### src/rtl/amp_regs_pkg.sv
// Register map, field positions and reset values of the amplifier
// control and status bank. Assumes an APB master with 32-bit data.
package amp_regs_pkg;

    // Printed offsets are not multiples of four: byte address = 4 * index
    localparam logic [7:0] IDX_IDENT     = 8'h01;
    localparam logic [7:0] IDX_ERR       = 8'h02;
    localparam logic [7:0] IDX_SYS_ONE   = 8'h03;
    localparam logic [7:0] IDX_SER_FMT   = 8'h04;
    localparam logic [7:0] IDX_SYS_TWO   = 8'h05;
    localparam logic [7:0] IDX_SOFT_MUTE = 8'h06;
    localparam logic [7:0] IDX_IRQ_EN    = 8'h07;
    localparam logic [7:0] IDX_IRQ_CLR   = 8'h08;

    localparam int unsigned ADDR_W = 12;

    // Identity value is arbitrary
    localparam logic [7:0] IDENT_VALUE   = 8'h00;

    // Error status bit positions
    localparam int unsigned ERR_MCLK     = 7;
    localparam int unsigned ERR_PLL      = 6;
    localparam int unsigned ERR_SCLK     = 5;
    localparam int unsigned ERR_LRCLK    = 4;
    localparam int unsigned ERR_SLIP     = 3;
    localparam int unsigned ERR_CLIP     = 2;
    localparam int unsigned ERR_FAULT    = 1;

    // System control one fields
    localparam int unsigned SC1_DCBLK    = 7;
    localparam int unsigned SC1_HARDUNM  = 5;
    localparam logic [7:0] SC1_MASK      = 8'hA3;
    localparam logic [7:0] SC1_RESET     = 8'hA0;

    // Serial format
    localparam logic [7:0] FMT_MASK      = 8'h0F;
    localparam logic [3:0] FMT_RESET     = 4'h5;
    localparam logic [3:0] FMT_LAST      = 4'h8;

    // System control two fields
    localparam int unsigned SC2_MIDZ     = 7;
    localparam int unsigned SC2_SHDN     = 6;
    localparam int unsigned SC2_FAULTOUT = 1;
    localparam logic [7:0] SC2_MASK      = 8'hC2;
    localparam logic [7:0] SC2_RESET     = 8'h40;

    localparam logic [7:0] MUTE_MASK     = 8'h07;
    localparam logic [7:0] ERR_MASK      = 8'hFE;

endpackage

### src/rtl/amp_status_control_regs.sv
// Control/status register bank of a class-D amplifier, APB slave.
// Assumes error event pulses are synchronous to clk_i.
`timescale 1ns/1ps

module amp_status_control_regs (
    // Clock and reset
    input  wire logic                         clk_i,
    input  wire logic                         srst_i,
    // APB slave
    input  wire logic                         psel_i,
    input  wire logic                         penable_i,
    input  wire logic                         pwrite_i,
    input  wire logic [amp_regs_pkg::ADDR_W-1:0] paddr_i,
    input  wire logic [31:0]                  pwdata_i,
    output logic      [31:0]                  prdata_o,
    output logic                              pready_o,
    output logic                              pslverr_o,
    // Error events, one-cycle pulses
    input  wire logic                         mclk_err_i,
    input  wire logic                         pll_err_i,
    input  wire logic                         sclk_err_i,
    input  wire logic                         lrclk_err_i,
    input  wire logic                         frame_slip_i,
    input  wire logic                         clip_i,
    input  wire logic                         fault_i,
    // Control outputs
    output logic                              dc_block_en_o,
    output logic                              hard_unmute_o,
    output logic      [1:0]                   deemph_sel_o,
    output logic      [3:0]                   serial_fmt_o,
    output logic                              shutdown_o,
    output logic                              midz_ramp_en_o,
    output logic                              fault_pin_oe_n_o,
    output logic      [2:0]                   soft_mute_o,
    // Interrupt
    output logic                              irq_o
);

    logic [7:0] err_q;
    logic [7:0] sc1_q;
    logic [3:0] fmt_q;
    logic [7:0] sc2_q;
    logic [2:0] mute_q;
    logic [7:0] irq_en_q;
    logic [7:0] err_set;
    logic [7:0] err_clr;
    logic       wr_en;
    logic [9:0] idx;
    logic       mapped;

    function automatic logic hit(input logic [9:0] i,
                                 input logic [7:0] r);
        return i == {2'b00, r};
    endfunction

    assign idx     = paddr_i[amp_regs_pkg::ADDR_W-1:2];
    assign wr_en   = psel_i & penable_i & pwrite_i;
    assign pready_o = 1'b1;
    assign mapped  = (idx >= 10'h001) && (idx <= 10'h008);
    assign pslverr_o = psel_i & penable_i & ~mapped;

    // Event vector in status layout
    always_comb begin
        err_set = 8'h00;
        err_set[amp_regs_pkg::ERR_MCLK]  = mclk_err_i;
        err_set[amp_regs_pkg::ERR_PLL]   = pll_err_i;
        err_set[amp_regs_pkg::ERR_SCLK]  = sclk_err_i;
        err_set[amp_regs_pkg::ERR_LRCLK] = lrclk_err_i;
        err_set[amp_regs_pkg::ERR_SLIP]  = frame_slip_i;
        err_set[amp_regs_pkg::ERR_CLIP]  = clip_i;
        err_set[amp_regs_pkg::ERR_FAULT] = fault_i;
    end

    // Writing zeroes to status or ones to the clear register clears
    always_comb begin
        err_clr = 8'h00;
        if (wr_en && hit(idx, amp_regs_pkg::IDX_ERR)) begin
            err_clr = ~pwdata_i[7:0];
        end else if (wr_en && hit(idx, amp_regs_pkg::IDX_IRQ_CLR)) begin
            err_clr = pwdata_i[7:0];
        end
    end

    // Sticky flags; a new event wins over a clear
    always_ff @(posedge clk_i) begin
        if (srst_i) begin
            err_q <= 8'h00;
        end else begin
            err_q <= ((err_q & ~err_clr) | err_set)
                     & amp_regs_pkg::ERR_MASK;
        end
    end

    always_ff @(posedge clk_i) begin
        if (srst_i) begin
            sc1_q <= amp_regs_pkg::SC1_RESET;
        end else if (wr_en && hit(idx, amp_regs_pkg::IDX_SYS_ONE)) begin
            sc1_q <= pwdata_i[7:0] & amp_regs_pkg::SC1_MASK;
        end
    end

    always_ff @(posedge clk_i) begin
        if (srst_i) begin
            fmt_q <= amp_regs_pkg::FMT_RESET;
        end else if (wr_en && hit(idx, amp_regs_pkg::IDX_SER_FMT)) begin
            fmt_q <= pwdata_i[3:0];
        end
    end

    always_ff @(posedge clk_i) begin
        if (srst_i) begin
            sc2_q <= amp_regs_pkg::SC2_RESET;
        end else if (wr_en && hit(idx, amp_regs_pkg::IDX_SYS_TWO)) begin
            sc2_q <= pwdata_i[7:0] & amp_regs_pkg::SC2_MASK;
        end
    end

    always_ff @(posedge clk_i) begin
        if (srst_i) begin
            mute_q <= 3'h0;
        end else if (wr_en && hit(idx, amp_regs_pkg::IDX_SOFT_MUTE)) begin
            mute_q <= pwdata_i[2:0];
        end
    end

    always_ff @(posedge clk_i) begin
        if (srst_i) begin
            irq_en_q <= 8'h00;
        end else if (wr_en && hit(idx, amp_regs_pkg::IDX_IRQ_EN)) begin
            irq_en_q <= pwdata_i[7:0] & amp_regs_pkg::ERR_MASK;
        end
    end

    // Read mux, registered
    always_ff @(posedge clk_i) begin
        if (srst_i) begin
            prdata_o <= 32'h0000_0000;
        end else if (psel_i && !penable_i && !pwrite_i) begin
            prdata_o <= 32'h0000_0000;
            if (hit(idx, amp_regs_pkg::IDX_IDENT)) begin
                prdata_o[7:0] <= amp_regs_pkg::IDENT_VALUE;
            end else if (hit(idx, amp_regs_pkg::IDX_ERR)) begin
                prdata_o[7:0] <= err_q;
            end else if (hit(idx, amp_regs_pkg::IDX_SYS_ONE)) begin
                prdata_o[7:0] <= sc1_q;
            end else if (hit(idx, amp_regs_pkg::IDX_SER_FMT)) begin
                prdata_o[3:0] <= fmt_q;
            end else if (hit(idx, amp_regs_pkg::IDX_SYS_TWO)) begin
                prdata_o[7:0] <= sc2_q;
            end else if (hit(idx, amp_regs_pkg::IDX_SOFT_MUTE)) begin
                prdata_o[2:0] <= mute_q;
            end else if (hit(idx, amp_regs_pkg::IDX_IRQ_EN)) begin
                prdata_o[7:0] <= irq_en_q;
            end
        end
    end

    assign dc_block_en_o    = sc1_q[amp_regs_pkg::SC1_DCBLK];
    assign hard_unmute_o    = sc1_q[amp_regs_pkg::SC1_HARDUNM];
    assign deemph_sel_o     = sc1_q[1:0];
    assign serial_fmt_o     = fmt_q;
    assign shutdown_o       = sc2_q[amp_regs_pkg::SC2_SHDN];
    assign midz_ramp_en_o   = sc2_q[amp_regs_pkg::SC2_MIDZ];
    assign fault_pin_oe_n_o = ~sc2_q[amp_regs_pkg::SC2_FAULTOUT];
    assign soft_mute_o      = mute_q;
    assign irq_o            = |(err_q & irq_en_q);

    // Assertions
    sticky_err_a: assert property (@(posedge clk_i) disable iff (srst_i)
        (err_q[7] && err_clr[7] == 1'b0) |=> err_q[7])
        else $error("error flag dropped without clear");
    mclk_set_a: assert property (@(posedge clk_i) disable iff (srst_i)
        mclk_err_i |=> err_q[amp_regs_pkg::ERR_MCLK])
        else $error("mclk event not captured");
    sclk_set_a: assert property (@(posedge clk_i) disable iff (srst_i)
        sclk_err_i |=> err_q[amp_regs_pkg::ERR_SCLK])
        else $error("sclk event not captured");
    lrclk_set_a: assert property (@(posedge clk_i) disable iff (srst_i)
        lrclk_err_i |=> err_q[amp_regs_pkg::ERR_LRCLK])
        else $error("lrclk event not captured");
    slip_set_a: assert property (@(posedge clk_i) disable iff (srst_i)
        frame_slip_i |=> err_q[amp_regs_pkg::ERR_SLIP])
        else $error("frame slip not captured");
    fault_set_a: assert property (@(posedge clk_i) disable iff (srst_i)
        (pll_err_i && clip_i && fault_i) |=> (err_q[6:1] & 6'h23) == 6'h23)
        else $error("pll clip or fault not captured");
    ident_read_a: assert property (@(posedge clk_i) disable iff (srst_i)
        (psel_i && !penable_i && !pwrite_i
         && hit(idx, amp_regs_pkg::IDX_IDENT))
        |=> prdata_o == {24'h0, amp_regs_pkg::IDENT_VALUE})
        else $error("identification read wrong");
    mute_write_a: assert property (@(posedge clk_i) disable iff (srst_i)
        (wr_en && hit(idx, amp_regs_pkg::IDX_SOFT_MUTE))
        |=> soft_mute_o == $past(pwdata_i[2:0]))
        else $error("soft mute write lost");
    shutdown_a: assert property (@(posedge clk_i)
        $fell(srst_i) |-> shutdown_o && hard_unmute_o && dc_block_en_o)
        else $error("control defaults wrong");
    fmt_reset_a: assert property (@(posedge clk_i)
        $fell(srst_i) |-> serial_fmt_o == 4'h5)
        else $error("format default wrong");

    // Decoded accesses watched by the checks below
    logic rd_setup;
    logic wr_err;
    logic wr_clr;
    logic wr_sc1;
    logic wr_fmt;
    logic wr_sc2;
    logic wr_mute;

    assign rd_setup = psel_i & ~penable_i & ~pwrite_i;
    assign wr_err   = wr_en & hit(idx, amp_regs_pkg::IDX_ERR);
    assign wr_clr   = wr_en & hit(idx, amp_regs_pkg::IDX_IRQ_CLR);
    assign wr_sc1   = wr_en & hit(idx, amp_regs_pkg::IDX_SYS_ONE);
    assign wr_fmt   = wr_en & hit(idx, amp_regs_pkg::IDX_SER_FMT);
    assign wr_sc2   = wr_en & hit(idx, amp_regs_pkg::IDX_SYS_TWO);
    assign wr_mute  = wr_en & hit(idx, amp_regs_pkg::IDX_SOFT_MUTE);

    // Status flags
    sticky_all_a: assert property (@(posedge clk_i)
        disable iff (srst_i)
        1'b1 |=> (err_q & $past(err_q & ~err_clr))
                 == $past(err_q & ~err_clr))
        else $error("error flag dropped by hardware");

    err_bit0_a: assert property (@(posedge clk_i)
        disable iff (srst_i)
        err_q[0] == 1'b0)
        else $error("reserved status bit set");

    pll_set_a: assert property (@(posedge clk_i)
        disable iff (srst_i)
        pll_err_i |=> err_q[amp_regs_pkg::ERR_PLL])
        else $error("pll event not captured");

    clip_set_a: assert property (@(posedge clk_i)
        disable iff (srst_i)
        clip_i |=> err_q[amp_regs_pkg::ERR_CLIP])
        else $error("clip event not captured");

    fault_only_a: assert property (@(posedge clk_i)
        disable iff (srst_i)
        fault_i |=> err_q[amp_regs_pkg::ERR_FAULT])
        else $error("power fault not captured");

    no_spurious_a: assert property (@(posedge clk_i)
        disable iff (srst_i)
        (err_set == 8'h00) |=> (err_q & ~$past(err_q)) == 8'h00)
        else $error("flag set without event");

    zero_clear_a: assert property (@(posedge clk_i)
        disable iff (srst_i)
        (wr_err && pwdata_i[7:0] == 8'h00 && err_set == 8'h00)
        |=> err_q == 8'h00)
        else $error("zero write did not clear status");

    clr_all_a: assert property (@(posedge clk_i)
        disable iff (srst_i)
        (wr_clr && pwdata_i[7:0] == 8'hFF && err_set == 8'h00)
        |=> err_q == 8'h00)
        else $error("clear register did not clear status");

    set_wins_a: assert property (@(posedge clk_i)
        disable iff (srst_i)
        (mclk_err_i && err_clr[amp_regs_pkg::ERR_MCLK])
        |=> err_q[amp_regs_pkg::ERR_MCLK])
        else $error("clear beat a new event");

    err_reset_a: assert property (@(posedge clk_i)
        $fell(srst_i) |-> err_q == 8'h00)
        else $error("status not clear after reset");

    err_read_a: assert property (@(posedge clk_i)
        disable iff (srst_i)
        (rd_setup && hit(idx, amp_regs_pkg::IDX_ERR))
        |=> prdata_o == {24'h0, $past(err_q)})
        else $error("status read wrong");

    // System control one
    dc_block_a: assert property (@(posedge clk_i)
        disable iff (srst_i)
        wr_sc1 |=> dc_block_en_o
                   == $past(pwdata_i[amp_regs_pkg::SC1_DCBLK]))
        else $error("dc blocking enable wrong");

    unmute_mode_a: assert property (@(posedge clk_i)
        disable iff (srst_i)
        wr_sc1 |=> hard_unmute_o
                   == $past(pwdata_i[amp_regs_pkg::SC1_HARDUNM]))
        else $error("unmute mode wrong");

    deemph_a: assert property (@(posedge clk_i)
        disable iff (srst_i)
        wr_sc1 |=> deemph_sel_o == $past(pwdata_i[1:0]))
        else $error("de-emphasis select wrong");

    sc1_hold_a: assert property (@(posedge clk_i)
        disable iff (srst_i)
        !wr_sc1 |=> $stable(sc1_q))
        else $error("control one changed without write");

    sc1_read_a: assert property (@(posedge clk_i)
        disable iff (srst_i)
        (rd_setup && hit(idx, amp_regs_pkg::IDX_SYS_ONE))
        |=> prdata_o == {24'h0, $past(sc1_q)})
        else $error("control one read wrong");

    deemph_reset_a: assert property (@(posedge clk_i)
        $fell(srst_i) |-> deemph_sel_o == 2'b00)
        else $error("de-emphasis default wrong");

    // Serial format
    fmt_write_a: assert property (@(posedge clk_i)
        disable iff (srst_i)
        wr_fmt |=> serial_fmt_o == $past(pwdata_i[3:0]))
        else $error("format write lost");

    fmt_hold_a: assert property (@(posedge clk_i)
        disable iff (srst_i)
        !wr_fmt |=> $stable(fmt_q))
        else $error("format changed without write");

    fmt_read_a: assert property (@(posedge clk_i)
        disable iff (srst_i)
        (rd_setup && hit(idx, amp_regs_pkg::IDX_SER_FMT))
        |=> prdata_o == {28'h0, $past(fmt_q)})
        else $error("format read wrong");

    // System control two
    shdn_write_a: assert property (@(posedge clk_i)
        disable iff (srst_i)
        wr_sc2 |=> shutdown_o
                   == $past(pwdata_i[amp_regs_pkg::SC2_SHDN]))
        else $error("shutdown write lost");

    midz_write_a: assert property (@(posedge clk_i)
        disable iff (srst_i)
        wr_sc2 |=> midz_ramp_en_o
                   == $past(pwdata_i[amp_regs_pkg::SC2_MIDZ]))
        else $error("mid-z ramp write lost");

    fault_dir_a: assert property (@(posedge clk_i)
        disable iff (srst_i)
        wr_sc2 |=> fault_pin_oe_n_o
                   == !$past(pwdata_i[amp_regs_pkg::SC2_FAULTOUT]))
        else $error("fault pin direction wrong");

    sc2_hold_a: assert property (@(posedge clk_i)
        disable iff (srst_i)
        !wr_sc2 |=> $stable(sc2_q))
        else $error("control two changed without write");

    dir_reset_a: assert property (@(posedge clk_i)
        $fell(srst_i) |-> fault_pin_oe_n_o && !midz_ramp_en_o)
        else $error("control two default wrong");

    // Soft mute
    mute_release_a: assert property (@(posedge clk_i)
        disable iff (srst_i)
        (wr_mute && !pwdata_i[0]) |=> !soft_mute_o[0])
        else $error("channel not released from mute");

    mute_hold_a: assert property (@(posedge clk_i)
        disable iff (srst_i)
        !wr_mute |=> $stable(mute_q))
        else $error("mute changed without write");

    mute_read_a: assert property (@(posedge clk_i)
        disable iff (srst_i)
        (rd_setup && hit(idx, amp_regs_pkg::IDX_SOFT_MUTE))
        |=> prdata_o == {29'h0, $past(mute_q)})
        else $error("soft mute read wrong");

    mute_reset_a: assert property (@(posedge clk_i)
        $fell(srst_i) |-> soft_mute_o == 3'b000)
        else $error("soft mute default wrong");

endmodule

### config.mk
export PLATFORM = sky130hd
export DESIGN_NAME = amp_status_control_regs
export DESIGN_NICKNAME = d
export VERILOG_FILES = /design/src/rtl/amp_regs_pkg.sv /design/src/rtl/amp_status_control_regs.sv
export SDC_FILE = /design/constraint.sdc
export NUM_CORES = 1
export LEC_CHECK = 0
export BUFFER_PORTS_ARGS = -buffer_cell sky130_fd_sc_hd__buf_4
export CAP_MARGIN = 20
export CELL_PAD_IN_SITES_DETAIL_PLACEMENT = 1
export CELL_PAD_IN_SITES_GLOBAL_PLACEMENT = 1
export CORE_ASPECT_RATIO = 0.9
export CORE_UTILIZATION = 32
export DETAILED_ROUTE_END_ITERATION = 12
export HOLD_SLACK_MARGIN = 0.15
export PLACE_DENSITY_LB_ADDON = 0.08
export SLEW_MARGIN = 20
export SYNTH_ARGS = -nofsm -noshare
export SYNTH_HDL_FRONTEND = slang
export SYNTH_SLANG_ARGS = --single-unit
export TNS_END_PERCENT = 1
### constraint.sdc
create_clock -name clk_i -period 1.6 [get_ports clk_i]
set_clock_uncertainty 0.15 [all_clocks]
set_input_delay 0.16 -clock clk_i [delete_from_list [all_inputs] [get_ports clk_i]]
set_output_delay 0.16 -clock clk_i [all_outputs]
set_load 0.01 [all_outputs]
* Word-level counts from Yosys, hierarchy flattened *
Cells that the tools add are included.

storage, ports and cells
  register bits after elaboration = 37
  output and inout bits = 49
  logic and storage cells = 52

cells by class
  order comparisons = 2
  equality and inequality tests = 8
  multiplexer cells = 11
  bitwise operators = 10
  reduce and logical (&&, ||, !) cells = 13

operators with widths
  operator                                                         count
  2-to-1 mux 8 bit                                                 7
  equality test 10 x 3 -> 1 bit, second input constant             4
  equality test 10 x 2 -> 1 bit, second input constant             2
  AND 8 bit                                                        2
  inverter 8 bit                                                   2
  equality test 10 x 1 -> 1 bit, second input constant             1
  equality test 10 x 4 -> 1 bit, second input constant             1
  >= comparator 10 x 1 -> 1 bit, second input constant             1
  less-or-equal comparator 10 x 4 -> 1 bit, second input constant  1
  logical AND 1 bit                                                10
  2-to-1 mux 4 bit                                                 2
  bitwise OR 8 bit                                                 1
  OR reduction 8 bit                                               1
  2-to-1 mux 5 bit                                                 1
  AND 1 bit                                                        3
  2-to-1 mux 3 bit                                                 1
  logical NOT 1 bit                                                2
  inverter 1 bit                                                   2

* Logic depth before layout (Yosys ltp) *
  depth in word-level cells = 8
  depth in mapped cells = 6
  gate-level depth less buffers = 4

* Worst setup path after synthesis *
Ideal clock, no wire load.

  kind = input to register
  start = in paddr_i[6] in the netlist's numbering
  end = reg sc1_q[7]
  setup time = 120 ps
  arrival = 1,186 ps
  slack = 144 ps
  stages = 5
  buffers on the path = 1
  cell sequence = nor4_4 and4_1 buf_6 nor2b_1 a211o_1

between the ends
  cells in the longest elaborated chain, start to end = 2

RTL lines
  item                           RTL line                       text
  start, declared                amp_status_control_regs.sv:13  input wire logic [amp_regs_pkg::ADDR_W-1:0] paddr_i,
  equality test 10 x 2 -> 1 bit  --
  logical AND 1 bit              amp_status_control_regs.sv:97  end else if (wr_en && hit(idx, amp_regs_pkg::IDX_SYS_ONE)) begin
  end signal, assigned           amp_status_control_regs.sv:96  sc1_q <= amp_regs_pkg::SC1_RESET;
  end signal, assigned           amp_status_control_regs.sv:98  sc1_q <= pwdata_i[7:0] & amp_regs_pkg::SC1_MASK;
  end, declared                  amp_status_control_regs.sv:40  logic [7:0] sc1_q;

Every way passes these cells.
A chain may end at the register's enable or synchronous reset.

* Worst setup path in the final report *
  start = reg irq_en_q[3]
  end = out irq_o

between the ends
  cells in the longest elaborated chain, start to end = 2

RTL lines
  item                    RTL line                        text
  start, declared         amp_status_control_regs.sv:44   logic [7:0] irq_en_q;
  start signal, assigned  amp_status_control_regs.sv:130  irq_en_q <= pwdata_i[7:0] & amp_regs_pkg::ERR_MASK;
  AND 8 bit               amp_status_control_regs.sv:166  assign irq_o = |(err_q & irq_en_q);
  OR reduction 8 bit      amp_status_control_regs.sv:166
  end, declared           amp_status_control_regs.sv:36   output logic irq_o

Every way passes these cells.

==> out/metrics.yaml <==
status: "complete, but fails checks"
violations: "setup timing"
antenna_cells: 0
rsz0062_at_grt: "true"
antenna_found_initial: 0
fillCellCount: 698
clock_latency_ns: 0.30
gp_congestion: 0.721
viasPerCell: 4.81
area_delta_synth_final_pct: 40.0
cts_tree: "built"
crit_path_start_kind: "register"
fin_setup_tns_ns: -0.0469
hold_viol_final: 0
drv_slew: 0
final_nets: 373
num_rows: 26
fin_area_um2: 2800
grtUsageTotal_pct: 19.0
coreArea_um2: 5860
cts.sinks: 36
required_ns: 1.29
pre_cts_slack_ns: -0.0937
power.density_nw_per_um2: 725
critPathKind: "reg -> out"
drive_above_1_share_pct: 29.6
num_vias: 1868
final_common_cell: "buf_4"
die_y_um: 76.9
cts_buffer_depth: 2
dp_hpwl_um: 4200
setup_viol_count_final: 1
io_pins: 105
placed_cell_area_um2: 2480
route.detailed.drc: 0
grt_overflow_total: 0
grt_max_degree: 38
synth.distinct_cells: 41
fin_util_pct: 47.7
syn_inst: 230
wl_per_cell_um: 14.9
hold_slack_ns: 0.146
postSynth.asyncResetShare_pct: 0
power.total_mw: 2.03
synth-seq-cells: 36
crit_fanout: 2
arrival_ns: 1.34
stdcell_count: 388
ctsRootBufferMaster: "clkbuf_8"
maxCapViolCount: 0
hold_path_class: "in -> reg"
vdd_drop_max_mv: 0.465
synthesis.area_um2: 2000
synth-main-ff-cell: "dfxtp_1"
die_area_um2: 6560
layout_min_cycle_time_ns: 1.65
routed_wl_um: 5790
drt_iter0_drc: 88
portBuffers: 53
grt_pass1_vias: 1875
placed_cells: 361
path_clk_slew_ns: 0.08
grt_pass1_wl_um: 9630
synth_edf_count: 0
synth-seq-area-share_pct: 36.1
syn_area_per_cell_um2: 8.68
worstSetupEndpointType: "primary output"
start_util_pct: 34.1
fmax_mhz: 607
p_leak_nw: 1.29
final_antenna_net_count: 0
drt_pre_antenna_iters: 4
timing.final.crit_share_pct: 103
numCtsBuffers: 5
ys_warn_count: 0
htree_levels: 2
mostFrequentLayoutCells: "buf_4, dfxtp_1, mux2i_1"
setup_ws_ns: -0.0469
dieWidth_um: 85.3
-- critical path, stage by stage (launching register included) --
cell and delay [ns]:
dfxtp_2 0.33, a222oi_1 0.41, nand3_1 0.14, buf_4 0.17
-- synthesized netlist by cell type (3+ instances only) --
| master | number | area share, % |
|---|---|---|
| clkbuf_1 | 5 | 0.94 |
| nand2b_1 | 5 | 1.6 |
| nor3b_1 | 3 | 1.1 |
| o21ai_0 | 16 | 4.0 |
| nand2_1 | 12 | 2.3 |
| nor2_1 | 22 | 4.1 |
| a21oi_1 | 13 | 3.3 |
| nor2b_1 | 7 | 2.2 |
| inv_1 | 9 | 1.7 |
| nand4_1 | 5 | 1.6 |
| buf_2 | 3 | 0.75 |
| a22oi_1 | 5 | 1.9 |
| dfxtp_1 | 36 | 36 |
| mux2i_1 | 26 | 13 |
| nor3_1 | 4 | 1.0 |
| nand3_1 | 4 | 1.0 |
| buf_4 | 25 | 9.4 |
-- worst paths after layout --
kind          startpoint           to  slack, ns  cells past startpoint
max          irq_en_q[3]        irq_o      -0.05                      3
min            penable_i  prdata_o[4]       0.15                      5
max reg2reg     err_q[1]  prdata_o[1]       0.22                      3
min reg2reg  prdata_o[5]  prdata_o[5]       0.31                      2
-- routing by layer --
layer	track usage, %	wire, um	vias up
li1	-	-	930
met1	25.9	2920	882
met2	29.8	2540	49
met3	4.41	260	7
met4	5.50	68	0
met5	0	0	-
-- cell families after synthesis --
kind of cell	share of synthesized area (%)
simple gates	21.4
buf+inv	13.5
compound gates	12.8
flops	36.1
mux	15.3
other cells	0.376
xor+xnor	0.439
-- sequential cells by signal, summed over array words and instances (netlist names) --
signal / cells
soft_mute_o: 3
sc1_q: 4
irq_en_q: 7
err_q: 7
sc2_q: 3
serial_fmt_o: 4
prdata_o: 8
-- timing repair --
action / 4_1_cts / 5_1_grt
buffers inserted: 1 / 0
endpoints found under the hold margin: 31 / 0
resized for setup: 2 / 3
setup endpoints to repair: 1 / 7
cloned: 0 / 0
hold buffers: 18 / 0
pin swaps: 2 / 0
-- power by group --
group | total (mW) | switching [mW] | internal (mW)
logic | 0.291 | 0.149 | 0.142
clock network | 0.816 | 0.354 | 0.461
registers | 0.920 | 0.0113 | 0.908
total | 2.03 | 0.514 | 1.51
-- cell type report --
type	count	area (um2)	share of cell area, %
multi-input combinational	173	1100	39.4
timing repair buffer	92	736	26.3
sequential	36	724	25.9
tap	70	87.6	3.13
clock buffer	5	68.8	2.46
clock inverter	3	42.5	1.52
inverter	9	33.8	1.21
(Power assumes the default switching activity.)
